==> src/shared/sfw_pkg.sv <==
package sfw_pkg;

    // clock and timing
    localparam int CLK_PERIOD_NS = 8;
    localparam int RESET_PULSE_NS = 500;
    // least time, rounded up to whole cycles
    localparam int RESET_PULSE_CYCLES = (RESET_PULSE_NS + CLK_PERIOD_NS - 1) / CLK_PERIOD_NS;
    localparam int PULSE_W = 6;
    localparam int PRESCALE_CYCLES = 65536;
    localparam int WAKE_DELAY_CYCLES = 514;
    localparam int WAKE_W = 10;

    // register map (byte addresses)
    localparam logic [31:0] OFS_CTRL = 32'h0000_0000;
    localparam logic [31:0] OFS_STATUS = 32'h0000_0004;

    // watchdog_control layout
    localparam int CNT_W = 7;
    localparam int ACT_BIT = 7;
    localparam int TOP_BIT = 6;
    localparam logic [7:0] CTRL_RESET = 8'h7f;
    localparam logic [CNT_W-1:0] CNT_EXPIRE = 7'h40;

    // status layout
    localparam int ST_FAULT_BIT = 0;
    localparam int ST_HW_BIT = 1;
    localparam int ST_HALT_BIT = 2;
    localparam int ST_WAKE_BIT = 3;
    localparam int ST_PULSE_BIT = 4;
    localparam int ST_WAIT_BIT = 5;
    localparam int ST_USED_W = 6;

    // axi responses
    localparam logic [1:0] RESP_OKAY = 2'h0;
    localparam logic [1:0] RESP_SLVERR = 2'h2;

    typedef enum logic [2:0] {
        ST_RUN = 3'h1,
        ST_HALT = 3'h2,
        ST_WAKE = 3'h4
    } sfw_state_e;

endpackage : sfw_pkg

==> src/shared/sfw_tick_if.sv <==
`timescale 1ns/10ps
interface sfw_tick_if;
    logic run;
    logic clr;
    logic tick;

    modport ctl (output run, output clr, input tick);
    modport pre (input run, input clr, output tick);
endinterface : sfw_tick_if

==> src/core/sfw_prescaler.sv <==
`timescale 1ns/10ps
module sfw_prescaler
    import sfw_pkg::*;
#(
    parameter int CYCLES = PRESCALE_CYCLES
) (
    // clock and reset
    input wire logic aclk,
    input wire logic aresetn,
    // control and tick
    sfw_tick_if.pre bus
);

    localparam int W = $clog2(CYCLES);
    localparam logic [W-1:0] LAST = W'(CYCLES - 1);

    typedef struct packed {
        logic [W-1:0] cnt;
        logic tick;
    } sfw_pre_s;

    sfw_pre_s r_reg;
    sfw_pre_s r_next;

    always_comb begin
        r_next = r_reg;
        r_next.tick = 1'b0;
        if (bus.clr) begin
            r_next.cnt = '0;
        end else if (bus.run) begin
            if (r_reg.cnt == LAST) begin
                r_next.cnt = '0;
                r_next.tick = 1'b1; // [RULE_01]
            end else begin
                r_next.cnt = r_reg.cnt + 1'b1;
            end
        end
    end

    always_ff @(posedge aclk) begin
        if (!aresetn) begin
            r_reg <= '0;
        end else begin
            r_reg <= r_next;
        end
    end

    assign bus.tick = r_reg.tick;

endmodule : sfw_prescaler

==> src/core/sfw_watchdog.sv <==
// Behaviour
// [RULE_01] The 7-bit countdown in the control register drops by one every 65,536 cycles.
// [RULE_02] When armed and the countdown passes 40h to 3Fh a reset pulse of about 500 ns starts.
// [RULE_03] The countdown runs all the time, armed or not; only the reset depends on arming. Here it stops in halt and during the wake delay.
// [RULE_04] Software must rewrite the control register before the countdown top bit clears.
// [RULE_05] Software writes values C0h to FFh: armed, top bit set, six low bits the delay.
// [RULE_06] In software mode the watchdog is disarmed after reset and stays armed once armed.
// [RULE_07] Only software sets the activation bit and only reset clears it; writing 0 is ignored.
// [RULE_08] Writing the activation bit set with the top bit clear forces an immediate reset.
// [RULE_09] In hardware mode the watchdog is always armed and the activation bit is ignored.
// [RULE_10] In halt the counter stops and no reset is made until a wake interrupt or reset.
// [RULE_11] After a wake interrupt the counter resumes only after 514 clock cycles.
// [RULE_12] Reset loads the control register with 7Fh: bit 7 activation, bits 6 to 0 count.
// [RULE_13] Software should refresh the watchdog before entering halt.
// [RULE_14] In wait mode the watchdog counts and resets exactly as in run mode.
//
// Our own choices: the AXI4-Lite interface to the registers and the placing of the registers.
`timescale 1ns/10ps
module sfw_watchdog
    import sfw_pkg::*;
#(
    parameter int PRESCALE = PRESCALE_CYCLES,
    parameter int ADDR_W = 4
) (
    // clock and reset
    input wire logic aclk,
    input wire logic aresetn,
    // axi4-lite write address
    input wire logic [ADDR_W-1:0] awaddr,
    input wire logic [2:0] awprot,
    input wire logic awvalid,
    output logic awready,
    // axi4-lite write data
    input wire logic [31:0] wdata,
    input wire logic [3:0] wstrb,
    input wire logic wvalid,
    output logic wready,
    // axi4-lite write response
    output logic [1:0] bresp,
    output logic bvalid,
    input wire logic bready,
    // axi4-lite read address
    input wire logic [ADDR_W-1:0] araddr,
    input wire logic [2:0] arprot,
    input wire logic arvalid,
    output logic arready,
    // axi4-lite read data
    output logic [31:0] rdata,
    output logic [1:0] rresp,
    output logic rvalid,
    input wire logic rready,
    // option strap and power modes
    input wire logic hw_option_strap,
    input wire logic halt_req,
    input wire logic wait_req,
    input wire logic ext_wake,
    // open-drain chip reset pin
    output logic rst_pin_o,
    output logic rst_pin_oe
);

    localparam logic [WAKE_W-1:0] WAKE_LAST = WAKE_W'(WAKE_DELAY_CYCLES - 1);
    localparam logic [PULSE_W-1:0] PULSE_LAST = PULSE_W'(RESET_PULSE_CYCLES - 1);
    localparam logic [ADDR_W-1:0] A_CTRL = OFS_CTRL[ADDR_W-1:0];
    localparam logic [ADDR_W-1:0] A_STATUS = OFS_STATUS[ADDR_W-1:0];

    typedef struct packed {
        sfw_state_e state;
        logic [WAKE_W-1:0] wake_cnt;
        logic activation;
        logic [CNT_W-1:0] count;
        logic hw_mode;
        logic strap_taken;
        logic [PULSE_W-1:0] pulse_cnt;
        logic pin_oe;
        logic fault_flag;
        logic wait_seen;
        logic awready;
        logic wready;
        logic aw_held;
        logic w_held;
        logic [ADDR_W-1:0] waddr;
        logic [31:0] wdata;
        logic [3:0] wstrb;
        logic bvalid;
        logic [1:0] bresp;
        logic arready;
        logic rvalid;
        logic [1:0] rresp;
        logic [31:0] rdata;
    } sfw_core_s;

    localparam sfw_core_s CORE_RESET = '{
        state: ST_RUN,
        wake_cnt: '0,
        activation: CTRL_RESET[ACT_BIT],
        count: CTRL_RESET[CNT_W-1:0],
        hw_mode: 1'b0,
        strap_taken: 1'b0,
        pulse_cnt: '0,
        pin_oe: 1'b0,
        fault_flag: 1'b0,
        wait_seen: 1'b0,
        awready: 1'b1,
        wready: 1'b1,
        aw_held: 1'b0,
        w_held: 1'b0,
        waddr: '0,
        wdata: '0,
        wstrb: '0,
        bvalid: 1'b0,
        bresp: RESP_OKAY,
        arready: 1'b1,
        rvalid: 1'b0,
        rresp: RESP_OKAY,
        rdata: '0
    };

    sfw_core_s r_reg;
    sfw_core_s r_next;

    sfw_tick_if tick_bus ();

    sfw_prescaler #(
        .CYCLES(PRESCALE)
    ) u_prescaler (
        .aclk(aclk),
        .aresetn(aresetn),
        .bus(tick_bus.pre)
    );

    // prescaler only runs in run mode; wait mode does not stop it
    assign tick_bus.run = (r_reg.state == ST_RUN); // [RULE_10] [RULE_14]
    // cleared while halted so the restart after wake begins a full period
    assign tick_bus.clr = (r_reg.state != ST_RUN);

    logic armed;
    logic fire;
    logic wr_go;
    logic [31:0] rd_word;
    logic rd_err;
    logic [ST_USED_W-1:0] status_bits;

    always_comb begin
        status_bits = '0;
        status_bits[ST_FAULT_BIT] = r_reg.fault_flag;
        status_bits[ST_HW_BIT] = r_reg.hw_mode;
        status_bits[ST_HALT_BIT] = (r_reg.state == ST_HALT);
        status_bits[ST_WAKE_BIT] = (r_reg.state == ST_WAKE);
        status_bits[ST_PULSE_BIT] = r_reg.pin_oe;
        status_bits[ST_WAIT_BIT] = r_reg.wait_seen;
    end

    always_comb begin
        rd_word = '0;
        rd_err = 1'b0;
        if (araddr == A_CTRL) begin
            rd_word[ACT_BIT] = r_reg.activation;
            rd_word[CNT_W-1:0] = r_reg.count;
        end else if (araddr == A_STATUS) begin
            rd_word[ST_USED_W-1:0] = status_bits;
        end else begin
            rd_err = 1'b1;
        end
    end

    always_comb begin
        r_next = r_reg;
        fire = 1'b0;
        armed = r_reg.hw_mode | r_reg.activation; // [RULE_09]
        wr_go = r_reg.aw_held & r_reg.w_held & ~r_reg.bvalid;
        r_next.wait_seen = wait_req;

        // option strap caught once, just after reset release
        if (!r_reg.strap_taken) begin
            r_next.strap_taken = 1'b1;
            r_next.hw_mode = hw_option_strap; // [RULE_09]
        end

        // power-mode sequencing
        unique case (r_reg.state)
            ST_RUN: begin
                if (halt_req) begin
                    r_next.state = ST_HALT; // [RULE_10]
                end
            end
            ST_HALT: begin
                if (ext_wake) begin
                    r_next.state = ST_WAKE;
                    r_next.wake_cnt = '0;
                end
            end
            ST_WAKE: begin
                if (r_reg.wake_cnt == WAKE_LAST) begin
                    r_next.state = ST_RUN; // [RULE_11]
                end else begin
                    r_next.wake_cnt = r_reg.wake_cnt + 1'b1;
                end
            end
            default: begin
                r_next.state = ST_RUN;
            end
        endcase

        // countdown runs armed or not, in run mode only, wraps 00h to 7Fh
        if (tick_bus.tick && r_reg.state == ST_RUN) begin
            r_next.count = r_reg.count - 1'b1; // [RULE_01] [RULE_03]
            if (armed && r_reg.count == CNT_EXPIRE) begin
                fire = 1'b1; // [RULE_02]
            end
        end

        // axi write channels, taken in either order
        if (awvalid && r_reg.awready) begin
            r_next.aw_held = 1'b1;
            r_next.awready = 1'b0;
            r_next.waddr = awaddr;
        end
        if (wvalid && r_reg.wready) begin
            r_next.w_held = 1'b1;
            r_next.wready = 1'b0;
            r_next.wdata = wdata;
            r_next.wstrb = wstrb;
        end
        if (r_reg.bvalid && bready) begin
            r_next.bvalid = 1'b0;
            r_next.aw_held = 1'b0;
            r_next.w_held = 1'b0;
            r_next.awready = 1'b1;
            r_next.wready = 1'b1;
        end

        // software write sets the count over a same-cycle tick; an expiry fire from that tick still stands
        if (wr_go) begin
            r_next.bvalid = 1'b1;
            r_next.bresp = RESP_OKAY;
            if (r_reg.waddr == A_CTRL) begin
                if (r_reg.wstrb[0]) begin
                    r_next.count = r_reg.wdata[CNT_W-1:0];
                    if (r_reg.wdata[ACT_BIT]) begin
                        r_next.activation = 1'b1; // [RULE_06] [RULE_07]
                    end
                    if ((r_reg.wdata[ACT_BIT] || armed) && !r_reg.wdata[TOP_BIT]) begin
                        fire = 1'b1; // [RULE_08]
                    end
                end
            end else if (r_reg.waddr == A_STATUS) begin
                if (r_reg.wstrb[0] && r_reg.wdata[ST_FAULT_BIT]) begin
                    r_next.fault_flag = 1'b0;
                end
            end else begin
                r_next.bresp = RESP_SLVERR;
            end
        end

        // fault flag: a new event beats a same-cycle clear
        if (fire) begin
            r_next.fault_flag = 1'b1;
        end

        // reset pulse; triggers during a running pulse merge into it
        if (r_reg.pin_oe) begin
            if (r_reg.pulse_cnt == PULSE_LAST) begin
                r_next.pin_oe = 1'b0;
            end else begin
                r_next.pulse_cnt = r_reg.pulse_cnt + 1'b1;
            end
        end else if (fire) begin
            r_next.pin_oe = 1'b1; // [RULE_02]
            r_next.pulse_cnt = '0;
        end

        // axi read channels
        if (arvalid && r_reg.arready) begin
            r_next.arready = 1'b0;
            r_next.rvalid = 1'b1;
            r_next.rdata = rd_word;
            r_next.rresp = rd_err ? RESP_SLVERR : RESP_OKAY;
        end
        if (r_reg.rvalid && rready) begin
            r_next.rvalid = 1'b0;
            r_next.arready = 1'b1;
        end
    end

    always_ff @(posedge aclk) begin
        if (!aresetn) begin
            r_reg <= CORE_RESET; // [RULE_12] [RULE_06]
        end else begin
            r_reg <= r_next;
        end
    end

    assign awready = r_reg.awready;
    assign wready = r_reg.wready;
    assign bvalid = r_reg.bvalid;
    assign bresp = r_reg.bresp;
    assign arready = r_reg.arready;
    assign rvalid = r_reg.rvalid;
    assign rresp = r_reg.rresp;
    assign rdata = r_reg.rdata;
    // open drain: only ever pulls low
    assign rst_pin_o = 1'b0;
    assign rst_pin_oe = r_reg.pin_oe;

endmodule : sfw_watchdog

==> config.mk <==
export PLATFORM = sky130hd
export DESIGN_NAME = sfw_watchdog
export DESIGN_NICKNAME = d
export VERILOG_FILES = /design/src/shared/sfw_pkg.sv /design/src/shared/sfw_tick_if.sv /design/src/core/sfw_prescaler.sv /design/src/core/sfw_watchdog.sv
export SDC_FILE = /design/constraint.sdc
export NUM_CORES = 1
export LEC_CHECK = 0
export BUFFER_PORTS_ARGS = -buffer_cell sky130_fd_sc_hd__buf_4
export CORE_MARGIN = 2
export CORE_UTILIZATION = 57
export CTS_CLUSTER_DIAMETER = 80
export DETAILED_ROUTE_END_ITERATION = 6
export HOLD_SLACK_MARGIN = 0.1
export PLACE_DENSITY = 0.85
export SETUP_SLACK_MARGIN = 0.02
export SLEW_MARGIN = 20
export SYNTH_ARGS = -nofsm -noshare
export SYNTH_HDL_FRONTEND = slang
export SYNTH_SLANG_ARGS = --single-unit
==> constraint.sdc <==
create_clock -name aclk -period 5.6 [get_ports aclk]
set_input_delay 1.4 -clock aclk [delete_from_list [all_inputs] [get_ports aclk]]
set_output_delay 1.4 -clock aclk [all_outputs]
set_load 0.02 [all_outputs]
# Word level (Yosys, flattened, before mapping)
# Cells that the tools add are included.
# word_totals
reg_bits	81
in_bits	61
wordCells	116
# classes
add_sub_neg	4
n_eq_ne	16
muxes	37
n_bitwise	6
reduce_logical	28
# ops
operator	count
7-bit two-way mux	6
10-bit one-hot mux with 2 select lines	1
6-bit two-way mux	3
16-bit by 1-bit adder with 16-bit output (second input constant)	1
16-bit equality test (second input constant)	1
1-bit two-way mux	16
16-bit two-way mux	1
13-bit two-way mux	1
2-bit nonzero test	6
10-bit by 1-bit adder with 10-bit output (second input constant)	1
10-bit equality test (second input constant)	1
10-bit two-way mux	1
2-bit inequality test (second input constant)	5
1-bit logical AND	9
3-bit two-way mux	3
3-bit one-hot mux with 3 select lines	1
4-bit by 3-bit equality test with 1-bit output (second input constant)	2
4-bit logical NOT	2
2-bit two-way mux	4
4-bit AND reduction	2
7-bit equality test (second input constant)	1
7-bit by 1-bit subtractor with 7-bit output (second input constant)	1
6-bit by 1-bit adder with 6-bit output (second input constant)	1
6-bit equality test (second input constant)	1
14 further kinds	20

# Depth between registers and ports, before layout
# Gate-level depths: netlist (run 1).
# depth
word_depth	10
ltp_mapped	6

# Hierarchy
# From an unflattened synthesis (run 1), not the netlist that was laid out.
# hier_totals
hier_cells	467
area_unflattened_um2	3992.6
# by_module_without_submodules
mod	instances	cells_per_inst	area_per_inst_um2	seq_area_each_um2
sfw_watchdog	1	380	3230.6	1241.2
sfw_prescaler	1	87	762.0	340.3

# Worst setup path after synthesis (run 1)
# OpenSTA, ideal clock, no wires.
# synth_path
path_type	input to register
start	input port aresetn
end	register r_reg[99] in the netlist's numbering
arrival_time_ns	2.445
t_required_ns	5.478
setup_slack_ns	3.033
path_stages	4
n_path_buf	1
cell_sequence	clkbuf_1 clkinv_1 or4_1 o311a_1
# synth_lines
element	line_no	source
start: declaration	sfw_watchdog.sv:27	input wire logic aresetn,
end signal: assignment	sfw_watchdog.sv:290	r_reg <= r_next;
end: declaration	sfw_watchdog.sv:119	sfw_core_s r_reg;

==> reports/qor.csv, run 1 <==
metric,value,unit
DR vias,3285,
post-synthesis sequential area ratio,40.3,%
synthesized area per cell,8.33,µm²
Crit path required time,5840,ps
final hold vios,0,
critical path peak fanout,33,
placed cell count,564,
1st-pass router iterations,4,
status,"complete, no violations",
I/O pins,104,
min-delay worst type,flop to flop,
Final nets,563,
Lkg Pwr,0.00168,µW
WS Path Type,input port to flop,
reg2reg setup slack,3350,ps
first-pass GRT wire length,13.2,mm
Rows,30,
Worst-Margin Slew,640,ps
Die ar.,7560,µm²
GR Util All Layers,21.7,%
Post-Synth XOR/XNOR Area,3.57,%
initial cell density of the core,58.4,%
yosys warns,0,
CP Data Arrival Time,2820,ps
Area Growth Syn to Fin,9.66,%
Routed Antenna Nets,0,
"Slew Viols, Final",0,
worst-case clock buffer depth,2,
Startpoint Class,input port,
Fillers,591,
Reg area,1580,µm²
dpl hpwl,5.47,mm
setup tns final,0,ps
DIE WIDTH,87.0,µm
PwrDens,271,nW/µm²
clk slew on worst S/H paths,70,ps
DRC Markers,0,
post-CTS setup buffers,0,
Main synth FF type,dfxtp_1,
WL/cell,13.4,µm
Setup Skew,8.36,ps
Finished Layout Cells,579,
post-synthesis cell count,471,
Area after DPL,4090,µm²
drt via density,5.67,
multi-input logic area,2020,µm²
setup violators final,0,
count of cells resized by post-cts repair,0,
largest net degree at the start of global routing,34,
relative slew slack,57.2,%
crit share post-route,46.1,%
Synth Area in Simple Gates,26.7,%
diode count,0,
Netlist cell types,55,
Num Clock Sinks,79,
Compound-Gate Fraction of Synth Area,13.6,%
vias in the first global route,2984,
Worst setup EP type,flop,
main area contributors after synthesis,"dfxtp_1 (40%), buf_4 (7.1%), nand2_1 (5.1%)",
total CTS buffers,9,
top-count cell post-synth,dfxtp_1,
CTS tree,yes,
Die Ht,87.0,µm
max FFs per register,46,
number of synthesized flops with an enable pin,0,
Final min period,2580,ps
post-synthesis async set-or-reset flop share,0,%
routability cong.,0.842,
Commonest cells post-synth,"dfxtp_1 (79), nand2_1 (53), nor2_1 (38)",
final wirelength,7.74,mm
initial antenna violation count,0,
max-cap violation count,0,
Fmax,387,MHz
H-tree levels,3,
Post-Synthesis Cell Area,3920,µm²
ratio of cells with drive above 1 in the final layout,14.2,%
CTS Hold Bufs,0,
RSZ-0062 raised after global routing,false,
IO buf count,43,
DR iter-0 viols,256,
main combinational cell family by area after synthesis,simple AND/OR/NAND/NOR gates,
mux contribution to synthesized area,2.87,%
top cell type's share of synthesized area,40.3,%
worst-skew pair later-pin latency,350,ps
design area,4300,µm²
cell taking the most area after synthesis,dfxtp_1,
Worst IR Drop VDD,0.225,mV
Root Buffer,clkbuf_8,
Seq cells post-synth,79,
GRT overflow,0,
core area,6720,µm²
Adder-Cell Fraction of Synth Area,2.23,%
-- power by group --
| part | total, µW | switching (µW) | internal, µW |
|---|---|---|---|
| Clock | 461 | 202 | 260 |
| Sequential | 596 | 17.0 | 579 |
| Combinational | 110 | 69.2 | 41.1 |
-- through the flow --
stage / total power, µW / hold WS (ps) / util [%] / setup WS, ps
after floorplan: 699 / 418 / - / 3030
after global placement: 715 / 427 / 60.9 / 2680
after detailed placement: 719 / 443 / 60.9 / 2670
after CTS: 1170 / 456 / 64.0 / 3040
after global routing: 1210 / 465 / 64.0 / 2970
final: 1170 / 453 / 64.0 / 3020
-- routing by layer --
layer / up-vias / track usage (%) / share of wire (%)
met5: - / 0 / 0
met2: 85 / 34.8 / 46
met3: 20 / 5.40 / 3.9
met1: 1534 / 27.7 / 47
met4: 0 / 9.52 / 2.9
li1: 1646 / - / -
-- placed cells by master, fill, tap and decap left out, types with 11 or more instances in the layout --
cell type / n
conb_1: 27
dfxtp_1: 79
o21ai_0: 17
nand2_1: 53
nor2_1: 38
a21oi_1: 37
nand3_1: 16
nor3_1: 12
inv_1: 15
buf_4: 44
xnor2_1: 11
-- logic make-up (layout without fill, tap and decap cells) --
kind of cell             Yosys count  after routing
multiplexers                      11             11
adder cells (fa/ha/maj)            7              7
XOR/XNOR                          16             16
buffers and inverters             73             75
AND/OR/NAND/NOR                  197            197
AO/OA/AOI/OAI                     87             87
other                              1             27
flip-flops                        79             79
-- layout make-up --
cell class	instances	area share (%)
Clock buffer	11	3.29
Clock inverter	4	1.63
Inverter	16	1.40
Multi-Input combinational cell	345	46.9
Sequential cell	79	36.8
Tap cell	80	2.33
Timing Repair Buffer	44	7.68
-- final timing paths --
kind,startpoint,endpoint,depth (start not counted)
setup / recovery,aresetn,r_reg[99]$_SDFF_PN1_,5
hold / removal,u_prescaler.r_reg[1]$_SDFFE_PP0N_,u_prescaler.r_reg[1]$_SDFFE_PP0N_,1
setup reg to reg,r_reg[112]$_SDFFE_PN1P_,u_prescaler.r_reg[16]$_SDFFE_PP0N_,4
hold reg to reg,u_prescaler.r_reg[1]$_SDFFE_PP0N_,u_prescaler.r_reg[1]$_SDFFE_PP0N_,1
-- worst max-delay path, stage by stage --
cell and delay [ps]:
buf_4 240, clkinv_1 210, buf_4 280, or4_1 530, o311a_1 140
(Power assumes the default switching activity.)
==> run 2, diff against run 1 <==
--- a/config.mk
+++ b/config.mk
@@ -5,13 +5,14 @@
 export SDC_FILE = /design/constraint.sdc
 export NUM_CORES = 1
 export LEC_CHECK = 0
+export ABC_AREA = 1
 export BUFFER_PORTS_ARGS = -buffer_cell sky130_fd_sc_hd__buf_4
 export CORE_MARGIN = 2
-export CORE_UTILIZATION = 57
+export CORE_UTILIZATION = 48
 export CTS_CLUSTER_DIAMETER = 80
 export DETAILED_ROUTE_END_ITERATION = 6
 export HOLD_SLACK_MARGIN = 0.1
-export PLACE_DENSITY = 0.85
+export PLACE_DENSITY = 0.77
 export SETUP_SLACK_MARGIN = 0.02
 export SLEW_MARGIN = 20
 export SYNTH_ARGS = -nofsm -noshare
==> constraint.sdc (replaced) <==
create_clock -name aclk -period 2.36 [get_ports aclk]
set_input_delay 0.59 -clock aclk [delete_from_list [all_inputs] [get_ports aclk]]
set_output_delay 0.59 -clock aclk [all_outputs]
set_load 0.02 [all_outputs]
==> run 2 against run 1 <==
Register-to-register slack worse by 2700 ps. Utilization is 9.7 points lower. Total power is 130% higher. Largest cell class unchanged. Flip-flop and latch count stayed put. Highest routed layer unchanged.
==> reports/qor.csv, run 2 <==
metric,value,unit,change
status,"complete, no violations",,
"most common cell after layout, fill and taps aside",nand2_1,,
final wirelength,7.69,mm,-0.62%
worst-skew pair later-pin latency,370,ps,+20 ps
core area,8130,µm²,+21%
critical path peak fanout,12,,-64%
first-pass GRT wire length,13.0,mm,-1.4%
post-synthesis sequential area ratio,39.8,%,-0.55 points
initial antenna violation count,0,,unchanged
"slowest stage cell, crit path",nor3_4,,
Netlist cell types,42,,-24%
clk slew on worst S/H paths,90,ps,+20 ps
largest net degree at the start of global routing,31,,-8.8%
Compound-Gate Fraction of Synth Area,11.6,%,-1.9 points
total CTS buffers,9,,unchanged
"slowest stage delay, CP",420,ps,-110 ps
Comb pwr share,11.8,%,+2.3 points
Commonest cells post-synth,"nand2_1 (96), nor2_1 (81), dfxtp_1 (79)",,
CTS tree,yes,,
RSZ-0062 raised after global routing,false,,
diode count,0,,unchanged
number of synthesized flops with an enable pin,0,,unchanged
Post-Synth XOR/XNOR Area,3.08,%,-0.49 points
setup violators final,0,,unchanged
Seq cells post-synth,79,,unchanged
NetSw,813,µW,+180%
Fmax,591,MHz,
dpl hpwl,5.77,mm,+5.4%
most common cell type on the critical path,nand2_1,,
WS Path Type,flop to flop,,
Final nets,652,,+16%
main combinational cell family by area after synthesis,simple AND/OR/NAND/NOR gates,,
"worst slack, placed",517,ps,-2150 ps
Worst setup EP type,flop,,
routability cong.,0.827,,-1.8%
Final Power,2710,µW,+130%
final hold vios,0,,unchanged
GRT overflow,0,,unchanged
worst-path cell chain,nor3_4 -> inv_2 -> nand2_1 -> nand3_2 -> inv_1 -> nand2_1 -> a21oi_1,,
Routed Antenna Nets,0,,unchanged
CP Data Arrival Time,1990,ps,-830 ps
GR Util All Layers,18.6,%,-3.1 points
"Slew Viols, Final",0,,unchanged
Lkg Pwr,0.00192,µW,+14%
Post-Synthesis Cell Area,3980,µm²,+1.4%
DR iter-0 viols,134,,-48%
Startpoint Class,flop,,
Die Ht,95.0,µm,+9.3%
vias in the first global route,2969,,-0.50%
1st-pass router iterations,4,,unchanged
max-cap violation count,0,,unchanged
post-CTS setup buffers,0,,unchanged
initial cell density of the core,48.9,%,-9.5 points
min-delay worst type,input port to flop,,
Reg power frac,52.7,%,+1.7 points
crit share post-route,71.7,%,
WL/cell,11.1,µm,-17%
Rows,33,,+10%
"Worst Setup Slack, final",668,ps,-2350 ps
Num Clock Sinks,79,,unchanged
top-count cell post-synth,nand2_1,,
Crit. path cell count,7,,+2
ratio of cells with drive above 1 in the final layout,14.8,%,+0.54 points
I/O pins,104,,unchanged
cell taking the most area after synthesis,dfxtp_1,,
drt via density,4.84,,-15%
Crit path buffers/inverters,2,,-1
DIE WIDTH,95.0,µm,+9.3%
worst reg2reg path depth,7,,+3
Hold Path Depth,3,,+2
count of cells resized by post-cts repair,0,,unchanged
worst-case clock buffer depth,2,,unchanged
post-synthesis cell count,547,,+16%
switch share,29.9,%,+5.3 points
Worst IR Drop VDD,0.325,mV,+44%
setup tns final,0,ps,unchanged
Main synth FF type,dfxtp_1,,
H-tree levels,3,,unchanged
Crit path required time,2660,ps,-3180 ps
Final min period,1690,ps,
Area Growth Syn to Fin,11.0,%,
max FFs per register,46,,unchanged
post-synthesis async set-or-reset flop share,0,%,unchanged
CTS Hold Bufs,0,,unchanged
Die ar.,9030,µm²,+19%
Pint,1900,µW,+120%
final core utilization,54.3,%,-9.7 points
Setup Skew,12.1,ps,+3.70 ps
"commonest non-fill, non-tap cells in the layout","nand2_1 (96), nor2_1 (81), dfxtp_1 (79), inv_1 (60), buf_4 (47)",,
Synth Area in Simple Gates,29.0,%,+2.4 points
main area contributors after synthesis,"dfxtp_1 (40%), nand2_1 (9.1%), nor2_1 (7.6%)",,
"CP delay by family, top",simple AND/OR/NAND/NOR gates,,
synthesized area per cell,7.27,µm²,-13%
Root Buffer,clkbuf_8,,
Adder-Cell Fraction of Synth Area,2.20,%,-0.030 points
yosys warns,0,,unchanged
IO buf count,43,,unchanged
DR vias,3357,,+2.2%
top cell type's share of synthesized area,39.8,%,-0.55 points
reg2reg setup slack,670,ps,-2680 ps
PwrDens,615,nW/µm²,+130%
mux contribution to synthesized area,0,%,-2.9 points
Clock Power Share,35.5,%,-4.0 points
DRC Markers,0,,unchanged
## run 2: changes by cell type after synthesis, moves of 10 or more
cell / previous run / this run
o21ai_0: 17 / 31
or3_1: 10 / 0
nand3_1: 16 / 34
nor2_1: 38 / 81
inv_1: 15 / 60
clkbuf_1: 17 / 6
nand2_1: 53 / 96
## run 2: metal layers
metal / share of wire [%] / vias up / wire [µm] / track usage (%)
met5: 0 / - / 0 / 0
met3: 3.6 / 10 / 275 / 3.64
met4: 2.4 / 0 / 186 / 9.90
li1: - / 1769 / - / -
met2: 47 / 51 / 3630 / 30.7
met1: 47 / 1527 / 3600 / 22.8
## run 2: path summary, 6_finish.rpt
kind / to / start
worst max-delay path: r_reg[102]$_SDFFE_PN0P_ / r_reg[113]$_SDFFE_PN0P_
worst min-delay path: r_reg[83]$_SDFF_PN0_ / wait_req
worst max register to register: r_reg[102]$_SDFFE_PN0P_ / r_reg[113]$_SDFFE_PN0P_
worst min register to register: r_reg[93]$_SDFFE_PN0N_ / r_reg[92]$_SDFF_PN0_
## run 2: layout make-up
cell class                 count  area, µm²
multi-input combinational    383       1930
sequential                    79       1580
inverter                      64        240
timing repair buffer          47        353
fill                         784       3720
clock buffer                   9        124
tap                          105        131
clock inverter                 7       58.8
## run 2: kinds of logic after synthesis
family          Yosys count
simple gates            251
buf+inv                 111
compound gates           84
flops                    79
xor+xnor                 14
fa+ha+maj                 7
other cells               1
## run 2: worst reg2reg max path: cells and delay by family (launching register included)
| family | cells | cell delay, ps |
|---|---|---|
| and+or+nand+nor | 4 | 820 |
| DFF | 1 | 360 |
| buffers and inverters | 2 | 310 |
| AOI/OAI and AO/OA | 1 | 130 |
## run 2: power groups by stage
stage | combinational, µW | sequential (µW) | clock, µW
finish | 320 | 1430 | 963
global route | 361 | 1440 | 1050
CTS | 323 | 1430 | 989
detailed placement | 323 | 1460 | 0
global placement | 315 | 1460 | 0
floorplan | 260 | 1460 | 0
## run 2: metrics by stage
step | cell area (µm²) | hold WS (ps) | std cells
after CTS | 4420 | 407 | 694
after global routing | 4420 | 417 | 694
after detailed placement | 4230 | 420 | 678
after global placement | 4230 | 410 | 678
after floorplan | 4080 | 405 | 573
final | 4420 | 424 | 694
==> run 3, diff against run 2 <==
--- a/config.mk
+++ b/config.mk
@@ -5,14 +5,14 @@
 export SDC_FILE = /design/constraint.sdc
 export NUM_CORES = 1
 export LEC_CHECK = 0
-export ABC_AREA = 1
+export ABC_AREA = 0
 export BUFFER_PORTS_ARGS = -buffer_cell sky130_fd_sc_hd__buf_4
 export CORE_MARGIN = 2
-export CORE_UTILIZATION = 48
+export CORE_UTILIZATION = 53
 export CTS_CLUSTER_DIAMETER = 80
 export DETAILED_ROUTE_END_ITERATION = 6
 export HOLD_SLACK_MARGIN = 0.1
-export PLACE_DENSITY = 0.77
+export PLACE_DENSITY = 0.8
 export SETUP_SLACK_MARGIN = 0.02
 export SLEW_MARGIN = 20
 export SYNTH_ARGS = -nofsm -noshare
==> constraint.sdc (replaced) <==
create_clock -name aclk -period 1.68 [get_ports aclk]
set_input_delay 0.42 -clock aclk [delete_from_list [all_inputs] [get_ports aclk]]
set_output_delay 0.42 -clock aclk [all_outputs]
set_load 0.02 [all_outputs]
==> run 3 against run 2 <==
The run now ends with setup timing left. Count of clock-buffer cells in the layout rose by 3. Fmax down 3.2%. Wire length grew 19%. Via count up 3.8%. Total power up 52%. Non-clock buffer count increased by 34. Critical endpoint is now u_prescaler.r_reg[16]$_SDFFE_PP0N_. Critical path depth fell by 3. Clock skew fell by 2.9 ps. Worst setup slack lost 740 ps. Flip-flop and latch count unchanged. Global-route usage grew 4.1 points.
==> reports/qor.csv, run 3 (synthesis results as in run 1) <==
metric,value,unit,change
"most common cell after layout, fill and taps aside",buf_4,,
I/O pins,104,,unchanged
Root Buffer,clkbuf_8,,
largest net degree at the start of global routing,24,,-23%
Routed Antenna Nets,0,,unchanged
routability cong.,0.833,,+0.71%
first-pass GRT wire length,15.1,mm,+16%
vias in the first global route,3270,,+10%
"commonest non-fill, non-tap cells in the layout","buf_4 (77), dfxtp_1 (73), nand2_1 (51), nor2_1 (38), a21oi_1 (35)",,
worst-case clock buffer depth,2,,unchanged
Worst IR Drop VDD,0.451,mV,+39%
"slowest stage delay, CP",420,ps,about the same
Crit path required time,1980,ps,-680 ps
clk slew on worst S/H paths,80,ps,about the same
GR Util All Layers,22.7,%,+4.1 points
IO buf count,43,,unchanged
CTS tree,yes,,
Worst Setup SP,r_reg[113]$_SDFFE_PN0P_,,
Rows,31,,-6.1%
setup violators final,2,,+2
crit share post-route,104,%,+32 points
worst-skew pair later-pin latency,360,ps,about the same
CP Data Arrival Time,2050,ps,+60 ps
Die Ht,90.0,µm,-5.3%
DR vias,3484,,+3.8%
placed cell count,618,,-8.8%
"Worst Setup Slack, final",-67.7,ps,-736 ps
WS Path Type,flop to flop,,
Lkg Pwr,0.00191,µW,-0.72%
max-cap violation count,0,,unchanged
dpl hpwl,6.22,mm,+7.8%
Area Growth Syn to Fin,23.0,%,
HP Start,wvalid,,
PwrDens,857,nW/µm²,+40%
initial antenna violation count,0,,unchanged
Num Clock Sinks,79,,unchanged
critical path peak fanout,5,,-7
Final min period,1750,ps,+55.8 ps
Die ar.,8110,µm²,-10%
Startpoint Class,flop,,
H-tree levels,3,,unchanged
DR iter-0 viols,205,,+53%
Worst setup EP type,flop,,
"CP delay by family, top",simple AND/OR/NAND/NOR gates,,
"slowest stage cell, crit path",or4_1,,
final hold vios,0,,unchanged
hold slack,249,ps,-174 ps
core area,7210,µm²,-11%
Crit path buffers/inverters,0,,-2
1st-pass router iterations,4,,unchanged
ratio of cells with drive above 1 in the final layout,26.4,%,+12 points
DIE WIDTH,90.0,µm,-5.3%
Fmax,572,MHz,-3.2%
total CTS buffers,9,,unchanged
RSZ-0062 raised after global routing,true,,
Finished Layout Cells,636,,-8.4%
WL/cell,14.4,µm,+30%
DRC Markers,0,,unchanged
final wirelength,9.19,mm,+19%
worst-path cell chain,or3b_4 -> or3_4 -> or4_1 -> a31oi_1,,
diode count,0,,unchanged
max FFs per register,46,,unchanged
failing checks,setup timing,,
initial cell density of the core,54.4,%,+5.5 points
Setup Skew,9.18,ps,-2.87 ps
status,"finished, violations left",,
final core utilization,66.9,%,+13 points
r2r startpoint,r_reg[113]$_SDFFE_PN0P_,,
"Slew Viols, Final",0,,unchanged
Final nets,600,,-8.0%
min-delay worst type,input port to flop,,
GRT overflow,0,,unchanged
drt via density,5.48,,+13%
-- run 3: final cells by class --
| class | count | area, µm² |
|---|---|---|
| Timing Repair Buffer | 81 | 623 |
| Tap cell | 99 | 124 |
| Sequential cell | 79 | 1590 |
| Inverter | 16 | 60.1 |
| Multi-Input combinational cell | 345 | 2190 |
| Fill cell | 596 | 2390 |
| Clock buffer | 12 | 165 |
| Clock inverter | 4 | 76.3 |
-- run 3: per-layer routing --
metal | track usage, % | up-vias | wire [µm] | share of wire (%)
li1 | - | 1721 | - | -
met4 | 8.21 | 0 | 156 | 1.7
met1 | 28.4 | 1655 | 4110 | 45
met2 | 37.3 | 94 | 4520 | 49
met3 | 6.37 | 14 | 407 | 4.4
met5 | 0 | - | 0 | 0
-- run 3: power by group --
group	internal, µW	switching [µW]	leakage (µW)
Clock	961	715	0.000119
Combinational	201	281	0.00114
Sequential	1930	50.2	0.000644
Total	3090	1050	0.00191
-- run 3: worst paths after layout --
kind	endpoint	slack [ps]	cells after the start
setup / recovery	u_prescaler.r_reg[16]$_SDFFE_PP0N_	-70	4
hold / removal	wready$_SDFFE_PP1P_	250	2
setup reg to reg	u_prescaler.r_reg[16]$_SDFFE_PP0N_	-70	4
hold reg to reg	rdata[7]$_SDFFE_PN0P_	460	2
-- run 3: repair_timing --
action                                 CTS  global route
setup endpoints to repair               27            28
gates resized for setup                 10            34
setup buffers                            1             1
pin swaps                                2            13
endpoints found under the hold margin    0             0
hold buffers                             0             0
-- run 3: stage by stage --
step	area, µm²	worst slack (ps)	total power, µW	TNS, ps
floorplan	4030	-89.2	2330	-238
global route	4830	-116	4300	-291
finish	4830	-67.7	4140	-92.7
CTS	4690	-34.4	4120	-36.5
global placement	4390	-158	2440	-1000
detailed placement	4390	-179	2450	-1290
